### src/hw/dlt_pkg.sv
// Constants shared by the debug link time-out and tagging block
// Operation
// RULE1: A tag follows its word through the queue; tagged head enters debug state.
// RULE2: Entering the background debug state switches tagging off.
// RULE3: Serial debug commands are ignored while tagging is active.
// RULE4: Tag-and-go turns the strobe pin and debug pin into tag inputs.
// RULE5: Tag pins are active low, sampled at external bus clock fall.
// RULE6: Each tag pin tags its own byte independently; both low tags both.
// RULE7: High tagging always allowed; low tagging only with low strobe enabled.
// RULE8: Debug pin held low over 128 cycles is a speed-sync request.
// RULE9: After speed-sync the target waits for a rising edge, without time-out.
// RULE10: Pin high again within 128 cycles is a bit; await next falling edge.
// RULE11: No falling edge within 512 cycles of the last one soft-resets.
// RULE12: Without handshake, read data not fetched in 512 cycles soft-resets.
// RULE13: With handshake, time-out is suspended between read and its acknowledge.
// RULE14: Sending the acknowledge re-arms the 512-cycle time-out.
// RULE15: Host fetches read data within 512 cycles after the acknowledge.
// RULE16: After a time-out the next falling edge starts a command or sync.
// RULE17: A partial command or partial read keeps the time-out active.
// RULE18: Restart from wait soft-resets and turns the handshake off.
// RULE19: Restart from stop soft-resets and turns the handshake off.
// RULE20: Handshake is off after reset; commands switch it on and off.
// RULE21: Tag-and-go never produces an acknowledge pulse.
// RULE22: Speed-sync detection discards partial work like a time-out.
// RULE23: Time-out counter cleared per falling edge, flags soft reset at limit.
`default_nettype none

package dlt_pkg;

	localparam int unsigned SYNC_LOW_CYCLES = 128;
	localparam int unsigned TIMEOUT_CYCLES = 512;
	localparam int unsigned LOW_CNT_W = 9;
	localparam int unsigned GAP_CNT_W = 10;
	localparam int unsigned TAG_QUEUE_DEPTH = 3;
	localparam logic [1:0] TAG_NONE = 2'h0;

	typedef enum logic [1:0] {
		DLT_IDLE,
		DLT_LOW,
		DLT_HIGH,
		DLT_SYNC_WAIT
	} dlt_link_e;

endpackage : dlt_pkg

`default_nettype wire

### src/hw/dlt_debug_link.sv
// Debug pin bit timing, serial time-out, soft reset and instruction tagging
`default_nettype none

module dlt_debug_link #(
	parameter int unsigned QDEPTH = dlt_pkg::TAG_QUEUE_DEPTH
) (
	input wire logic core_clk,
	input wire logic rst,
	// Debug pin level as seen by the target
	input wire logic background_debug_pin,
	// Low byte strobe pin level, low tag input while tagging
	input wire logic low_byte_strobe,
	input wire logic low_strobe_en,
	input wire logic external_bus_clock,
	// Word being read into the instruction queue at this bus clock fall
	input wire logic ifetch,
	input wire logic queue_pop,
	input wire logic queue_flush,
	input wire logic background_debug_state,
	// Pulses from the command decoder, except cmd_partial, which is held as a level
	input wire logic tag_and_go_command,
	input wire logic handshake_on_cmd,
	input wire logic handshake_off_cmd,
	input wire logic read_issue,
	input wire logic read_done,
	input wire logic cmd_partial,
	input wire logic ack_req,
	input wire logic wait_restart,
	input wire logic stop_restart,
	output logic bit_valid,
	output logic bit_low_long,
	output logic sync_req,
	output logic sync_rise,
	output logic soft_reset,
	output logic ack_pulse,
	output logic ack_enabled,
	output logic tagging,
	output logic cmd_enable,
	output logic enter_debug_state,
	output logic [1:0] head_tag
);

	dlt_pkg::dlt_link_e state_q;
	logic pin_prev_q;
	logic external_bus_clock_prev_q;
	logic [dlt_pkg::LOW_CNT_W-1:0] low_cnt_q;
	logic [dlt_pkg::GAP_CNT_W-1:0] gap_cnt_q;
	logic read_pend_q;
	logic ack_seen_q;
	logic ack_en_q;
	logic tag_q;
	logic bdm_prev_q;
	logic soft_q;
	logic bit_q;
	logic sync_q;
	logic rise_q;
	logic ack_q;
	logic enter_q;
	logic [1:0] head_q;
	logic [1:0] tq_q [QDEPTH];
	logic [QDEPTH-1:0] tv_q;
	logic long_q;
	logic cmd_en_q;

	logic fall_edge;
	logic rise_edge;
	logic external_bus_clock_fall;
	logic link_on;
	logic armed;
	logic timeout;
	logic sync_hit;
	logic restart;
	logic bdm_rise;
	logic push;
	logic [1:0] push_tag;
	logic [QDEPTH:0] tail_sel;

	localparam logic [dlt_pkg::LOW_CNT_W-1:0] LOW_LIMIT =
		dlt_pkg::LOW_CNT_W'(dlt_pkg::SYNC_LOW_CYCLES);
	localparam logic [dlt_pkg::GAP_CNT_W-1:0] GAP_LIMIT =
		dlt_pkg::GAP_CNT_W'(dlt_pkg::TIMEOUT_CYCLES);
	localparam logic [dlt_pkg::LOW_CNT_W-1:0] LOW_CNT_W1 = dlt_pkg::LOW_CNT_W'(1);

	// The serial logic is blind while the pin serves as high tag input
	assign link_on = ~tag_q; // RULE3
	assign fall_edge = link_on & pin_prev_q & ~background_debug_pin;
	assign rise_edge = link_on & ~pin_prev_q & background_debug_pin;
	assign external_bus_clock_fall = external_bus_clock_prev_q & ~external_bus_clock; // RULE5
	assign restart = wait_restart | stop_restart; // RULE18 RULE19
	assign bdm_rise = background_debug_state & ~bdm_prev_q;

	// Read waits untimed under handshake until the acknowledge goes out
	assign armed = cmd_partial | (read_pend_q & (~ack_en_q | ack_seen_q)); // RULE12 RULE13 RULE17
	assign timeout = link_on & armed & (state_q != dlt_pkg::DLT_SYNC_WAIT)
		& (gap_cnt_q > GAP_LIMIT) & ~fall_edge; // RULE11 RULE23
	assign sync_hit = link_on & (state_q == dlt_pkg::DLT_LOW)
		& ~background_debug_pin & (low_cnt_q == LOW_LIMIT); // RULE8

	// Pin history resets to its idle high level, so reset gives no false rise
	always_ff @(posedge core_clk) begin
		if (rst) begin
			pin_prev_q <= 1'b1;
		end else begin
			pin_prev_q <= background_debug_pin;
		end
	end

	// Bus clock history resets to its idle low level for the same reason
	always_ff @(posedge core_clk) begin
		if (rst) begin
			external_bus_clock_prev_q <= 1'b0;
		end else begin
			external_bus_clock_prev_q <= external_bus_clock;
		end
	end

	// Debug state history, for its rising edge only
	always_ff @(posedge core_clk) begin
		if (rst) begin
			bdm_prev_q <= 1'b0;
		end else begin
			bdm_prev_q <= background_debug_state;
		end
	end

	// Bit versus speed-sync discrimination
	always_ff @(posedge core_clk) begin
		if (rst) begin
			state_q <= dlt_pkg::DLT_IDLE;
			low_cnt_q <= '0;
		end else if (restart || !link_on) begin
			state_q <= dlt_pkg::DLT_IDLE;
			low_cnt_q <= '0;
		end else begin
			unique case (state_q)
				dlt_pkg::DLT_IDLE,
				dlt_pkg::DLT_HIGH: begin
					if (fall_edge) begin // RULE16
						state_q <= dlt_pkg::DLT_LOW;
						low_cnt_q <= LOW_CNT_W1;
					end else if (timeout) begin
						state_q <= dlt_pkg::DLT_IDLE;
					end
				end
				dlt_pkg::DLT_LOW: begin
					if (sync_hit) begin
						state_q <= dlt_pkg::DLT_SYNC_WAIT; // RULE9
					end else if (rise_edge) begin
						state_q <= dlt_pkg::DLT_HIGH; // RULE10
					end else if (timeout) begin
						state_q <= dlt_pkg::DLT_IDLE;
					end else begin
						low_cnt_q <= low_cnt_q + LOW_CNT_W1;
					end
				end
				dlt_pkg::DLT_SYNC_WAIT: begin
					// No time-out exit; only the rising edge, a restart or tagging leaves
					if (rise_edge) begin // RULE9
						state_q <= dlt_pkg::DLT_IDLE;
					end
				end
			endcase
		end
	end

	// Gap since last falling edge or acknowledge, saturating just above the limit
	always_ff @(posedge core_clk) begin
		if (rst || restart || soft_q) begin
			gap_cnt_q <= '0;
		end else if (fall_edge || ack_q) begin
			gap_cnt_q <= '0; // RULE14 RULE23
		end else if (gap_cnt_q <= GAP_LIMIT) begin
			gap_cnt_q <= gap_cnt_q + dlt_pkg::GAP_CNT_W'(1);
		end
	end

	// Outstanding read and whether its acknowledge has been sent
	always_ff @(posedge core_clk) begin
		if (rst || restart || soft_q || timeout || sync_hit) begin
			read_pend_q <= 1'b0;
			ack_seen_q <= 1'b0;
		end else if (read_issue) begin
			read_pend_q <= 1'b1;
			ack_seen_q <= 1'b0;
		end else if (read_done) begin
			read_pend_q <= 1'b0;
			ack_seen_q <= 1'b0;
		end else if (ack_q) begin
			ack_seen_q <= read_pend_q; // RULE14
		end
	end

	// Handshake enable
	always_ff @(posedge core_clk) begin
		if (rst || restart) begin
			ack_en_q <= 1'b0; // RULE20 RULE18 RULE19
		end else if (handshake_on_cmd) begin
			ack_en_q <= 1'b1; // RULE20
		end else if (handshake_off_cmd) begin
			ack_en_q <= 1'b0;
		end
	end

	// Acknowledge pulse is withheld for tag-and-go and while tagging
	always_ff @(posedge core_clk) begin
		if (rst || restart) begin
			ack_q <= 1'b0;
		end else begin
			ack_q <= ack_req & ack_en_q & ~tag_q & ~tag_and_go_command; // RULE21
		end
	end

	// Soft reset from every cause that discards partial work
	always_ff @(posedge core_clk) begin
		if (rst) begin
			soft_q <= 1'b0;
		end else begin
			soft_q <= timeout | sync_hit | restart; // RULE11 RULE22 RULE18 RULE19
		end
	end

	// One-cycle timing event pulses; a clock restart swallows them
	always_ff @(posedge core_clk) begin
		if (rst) begin
			bit_q <= 1'b0;
			sync_q <= 1'b0;
			rise_q <= 1'b0;
		end else begin
			bit_q <= rise_edge & (state_q == dlt_pkg::DLT_LOW) & ~restart; // RULE10
			sync_q <= sync_hit & ~restart; // RULE8
			rise_q <= rise_edge & (state_q == dlt_pkg::DLT_SYNC_WAIT) & ~restart;
		end
	end

	// Level while the pin has been held low past a bit and the rise is awaited
	always_ff @(posedge core_clk) begin
		if (rst || restart || !link_on) begin
			long_q <= 1'b0;
		end else if (sync_hit) begin
			long_q <= 1'b1; // RULE8 RULE9
		end else if (rise_edge) begin
			long_q <= 1'b0; // RULE9
		end
	end

	// Tagging mode; entering debug state wins over a simultaneous tag-and-go
	always_ff @(posedge core_clk) begin
		if (rst) begin
			tag_q <= 1'b0;
		end else if (bdm_rise) begin
			tag_q <= 1'b0; // RULE2
		end else if (tag_and_go_command) begin
			tag_q <= 1'b1; // RULE4
		end
	end

	// Tag capture: bit 1 high byte, bit 0 low byte, each independent
	assign push = external_bus_clock_fall & ifetch;
	assign push_tag = {tag_q & ~background_debug_pin,
		tag_q & low_strobe_en & ~low_byte_strobe}; // RULE4 RULE5 RULE6 RULE7

	// One-hot tail position after an optional pop
	always_comb begin
		tail_sel = '0;
		for (int i = 0; i < QDEPTH; i++) begin
			if (!tv_q[i] && (i == 0 || tv_q[i-1])) begin
				tail_sel[i] = 1'b1;
			end
		end
		if (&tv_q) begin
			tail_sel[QDEPTH] = 1'b1;
		end
		if (queue_pop && tv_q[0]) begin
			tail_sel = tail_sel >> 1;
		end
	end

	// Tag queue mirrors the instruction queue; a push when full is dropped unless a pop comes in the same cycle
	genvar g;
	generate
		for (g = 0; g < QDEPTH; g++) begin : g_tq
			logic nxt_v;
			logic [1:0] nxt_t;
			if (g == QDEPTH - 1) begin : g_last
				assign nxt_v = 1'b0;
				assign nxt_t = dlt_pkg::TAG_NONE;
			end else begin : g_mid
				assign nxt_v = tv_q[g+1];
				assign nxt_t = tq_q[g+1];
			end
			always_ff @(posedge core_clk) begin
				if (rst || queue_flush) begin
					tv_q[g] <= 1'b0;
					tq_q[g] <= dlt_pkg::TAG_NONE;
				end else if (push && tail_sel[g]) begin
					tv_q[g] <= 1'b1;
					tq_q[g] <= push_tag; // RULE1
				end else if (queue_pop && tv_q[0]) begin
					tv_q[g] <= nxt_v;
					tq_q[g] <= nxt_t; // RULE1
				end
			end
		end
	endgenerate

	// Tagged word at the head diverts to the debug state instead of executing
	always_ff @(posedge core_clk) begin
		if (rst || queue_flush) begin
			enter_q <= 1'b0;
		end else begin
			enter_q <= tv_q[0] & (|tq_q[0]) & ~background_debug_state; // RULE1
		end
	end

	// Tag of the word about to execute, none when the queue is empty
	always_ff @(posedge core_clk) begin
		if (rst || queue_flush) begin
			head_q <= dlt_pkg::TAG_NONE;
		end else begin
			head_q <= tv_q[0] ? tq_q[0] : dlt_pkg::TAG_NONE;
		end
	end

	// Commands close at the same edge at which tagging opens
	always_ff @(posedge core_clk) begin
		if (rst) begin
			cmd_en_q <= 1'b1;
		end else begin
			cmd_en_q <= ~(tag_q | tag_and_go_command); // RULE3
		end
	end

	assign bit_valid = bit_q;
	assign bit_low_long = long_q;
	assign sync_req = sync_q;
	assign sync_rise = rise_q;
	assign soft_reset = soft_q;
	assign ack_pulse = ack_q;
	assign ack_enabled = ack_en_q;
	assign tagging = tag_q;
	assign cmd_enable = cmd_en_q;
	assign enter_debug_state = enter_q;
	assign head_tag = head_q;

endmodule : dlt_debug_link

`default_nettype wire

### config.mk
export PLATFORM = sky130hd
export DESIGN_NAME = dlt_debug_link
export DESIGN_NICKNAME = d
export VERILOG_FILES = /design/src/hw/dlt_pkg.sv /design/src/hw/dlt_debug_link.sv
export SDC_FILE = /design/constraint.sdc
export NUM_CORES = 1
export LEC_CHECK = 0
export ABC_CLOCK_PERIOD_IN_PS = 3030
export BUFFER_PORTS_ARGS = -buffer_cell sky130_fd_sc_hd__buf_2
export CAP_MARGIN = 20
export CORE_ASPECT_RATIO = 1.2
export CORE_MARGIN = 10
export CORE_UTILIZATION = 25
export DETAILED_ROUTE_END_ITERATION = 7
export GPL_ROUTABILITY_DRIVEN = 0
export PLACE_DENSITY_LB_ADDON = 0.08
export SYNTH_ARGS = -nofsm -noshare
export SYNTH_HDL_FRONTEND = slang
export SYNTH_SLANG_ARGS = --single-unit
### constraint.sdc
create_clock -name core_clk -period 3.03 [get_ports core_clk]
set_clock_uncertainty 0.05 [all_clocks]
set_input_delay 0.1515 -clock core_clk [delete_from_list [all_inputs] [get_ports core_clk]]
set_output_delay 0.1515 -clock core_clk [all_outputs]
set_load 0.05 [all_outputs]
==> flow_metrics.tcl <==
set metrics [dict create \
    cts_made_buffers 5 \
    wl_met1_um 2620 \
    core_um2 8470 \
    synth_top_area_cell "dfxtp_1" \
    synth_area_leaders "dfxtp_1, edfxtp_1, nor2_1" \
    clockBufferDepth 2 \
    insertion_delay_ns 0.29 \
    finalSetupViolCount 0 \
    dieWidth_um 105 \
    num-nets-final 300 \
    max-cap-violations 0 \
    cts-root-buf "clkbuf_8" \
    layout_common_cells "dfxtp_1, nor2_1, buf_2, nand2_1, a21oi_1" \
    r2r-end "ack_seen_q" \
    vias 1830 \
    drc_errors 0 \
    initial_utilization_pct 25.4 \
    period_share_pct 84.2 \
    cp-start-kind "flop" \
    yosysWarnings 0 \
    syn_inst 241 \
    critical_path.cell_chain "inv_1, ha_1, or4b_4, o21ai_4, nor4_2, buf_4, or4_1, nor4_2" \
    r2r_cells 8 \
    leakagePower_nw 0.916 \
    grt_pass1_wl_um 9130 \
    hpwl_um 3990 \
    highest_layer "met4" \
    cts_hold_buf 3 \
    slowest_stage "or4_1" \
    cts-resized-gates 0 \
    min_period_ns 2.55 \
    path_class "reg -> reg" \
    synth-seq-cells 47 \
    p_per_area_nw_per_um2 433 \
    holdPathEnd "ack_enabled" \
    worstPathArrival_ns 2.71 \
    hold_start "handshake_on_cmd" \
    grt.total_usage_pct 8.65 \
    dr_wl_met3_um 293 \
    post_dp_cell_area_um2 2420 \
    cts.sinks 47 \
    postRouteWirelength_um 5310 \
    final_common_cell "dfxtp_1" \
    h-tree-depth 2 \
    drtPass1Iterations 4 \
    grt_pass1_vias 1806 \
    finalSetupTns_ns 0 \
    die-area_um2 12700 \
    max_stage_delay_ns 0.52 \
    total_power_w 0.00110 \
    hold_class "in -> reg" \
    rsz0062_at_grt "false" \
    wl_per_cell_um 13.4 \
    drtIter0Drc 84 \
    stdcell_area_um2 2550 \
    post_cts_buffers 0 \
    synth_top_area_share_pct 38.1 \
    status "finished, final reports clean" \
    fp-row-count 37 \
    rrSetupSlack_ns 0.48 \
    drive_gt1_share_pct 18.7 \
    hold_slack_ns 0.00857 \
    met2_length_um 2340 \
    grt_antenna_before_repair 0 \
    vdd_ir_drop_max_mv 0.163 \
    fillers 922 \
    max_freq_mhz 392 \
    viasPerCell 4.63 \
    crit_fanout 13 \
    r2r-start "gap_cnt_q[0]" \
    maxSlewHeadroom_pct 45.9 \
    synth_area_um2 2150 \
    die_y_um 122 \
    path_clk_slew_ns 0.09 \
    end_kind "flop" \
    seq_area_frac_synth_pct 46.5 \
    synth.distinct_cells 42 \
    slew_violations 0 \
    ant_nets 0 \
    cts_tree "yes" \
    antenna_cells 0 \
    tightest_slew_ns 0.803 \
    cp_common_cell "nor4_2" \
    hold_viol_final 0 \
    min_path_cells 3 \
    num_io_pins 31 \
    grt_max_degree 16 \
    postSynthAreaPerCell_um2 8.93 \
    syn-num-nets 264 \
    grt_overflow 0 \
    crit_required_ns 3.18 \
    io_buffers 30 \
    area_growth_pct 18.5 \
    final_util_pct 30.1 \
]
==> worst max-delay path: cells and delay by family (launching register included) <==
kind                     cells  cell delay (ns)
buffers and inverters        2             0.28
adder cells (fa/ha/maj)      1             0.13
AND/OR/NAND/NOR              4             1.34
flip-flops                   1             0.36
AO/OA/AOI/OAI                1             0.31
==> metal layers <==
layer | global-route usage [%] | up-vias
li1 | - | 926
met1 | 11.5 | 865
met2 | 13.0 | 35
met3 | 2.75 | 4
met4 | 2.84 | 0
met5 | 0 | -
==> through the flow <==
| step | worst slack (ns) | std cells |
|---|---|---|
| after floorplan | 0.780 | 241 |
| after global placement | 0.530 | 382 |
| after detailed placement | 0.493 | 382 |
| after CTS | 0.483 | 393 |
| after global routing | 0.314 | 395 |
| final | 0.479 | 395 |
==> state kept, by name (all words and copies together) (netlist names), 2 cells and up <==
name        count
head_tag        2
g_tq.nxt_v      2
gap_cnt_q      10
state_q         2
low_cnt_q       9
tq_q            6
==> kinds of logic after synthesis <==
logic type	count (synthesis)	share of synthesized area [%]
AND/OR/NAND/NOR	120	30.3
flip-flops	47	46.5
AO/OA/AOI/OAI	42	12.4
buffers and inverters	15	2.96
XOR/XNOR	9	3.66
multiplexers	4	1.86
adder cells (fa/ha/maj)	4	2.32
==> report_power, final <==
part / internal, W / leakage [nW] / switching (W)
clock network: 0.000162 / 0.0412 / 0.000213
logic: 0.0000299 / 0.475 / 0.0000503
registers: 0.000640 / 0.399 / 0.00000914
total: 0.000831 / 0.916 / 0.000273
==> synthesized netlist by cell type, drive strengths merged <==
cell type	number
nor2	30
or2	7
o21bai	1
nor3	4
edfxtp	6
and2	1
nor2b	4
nand2	21
clkbuf	5
o311a	1
o21a	2
nor4	5
mux2i	4
o21ai	9
nand4	4
a21boi	1
o31ai	3
nand3b	2
o41ai	2
or3b	1
a31oi	1
nand2b	7
or3	2
nor4b	1
a41oi	1
buf	1
a21oi	19
inv	9
or4	7
or4b	3
nand3	14
ha	4
and3	5
and4	2
xnor2	2
o21ba	2
xor2	7
dfxtp	41
==> final cells by class <==
class / count / area [µm²] / share of cell area [%]
clock buffers: 6 / 72.6 / 2.84
clock inverters: 2 / 12.5 / 0.490
flip-flops and latches: 47 / 1000 / 39.2
inverters: 9 / 33.8 / 1.32
well taps: 117 / 146 / 5.74
multi-input cells: 179 / 1090 / 42.6
repair buffers: 35 / 198 / 7.75
==> worst max-delay path by stage <==
stage / depth (start not counted) / start / slack, ns / to
floorplan: 8 / gap_cnt_q[0] / 0.78 / low_cnt_q[7]
global placement: 7 / gap_cnt_q[0] / 0.53 / low_cnt_q[0]
detailed placement: 7 / gap_cnt_q[0] / 0.49 / low_cnt_q[0]
CTS: 7 / gap_cnt_q[0] / 0.48 / low_cnt_q[0]
global route: 8 / gap_cnt_q[0] / 0.31 / ack_seen_q
finish: 8 / gap_cnt_q[0] / 0.48 / ack_seen_q
(Power assumes the default switching activity.)
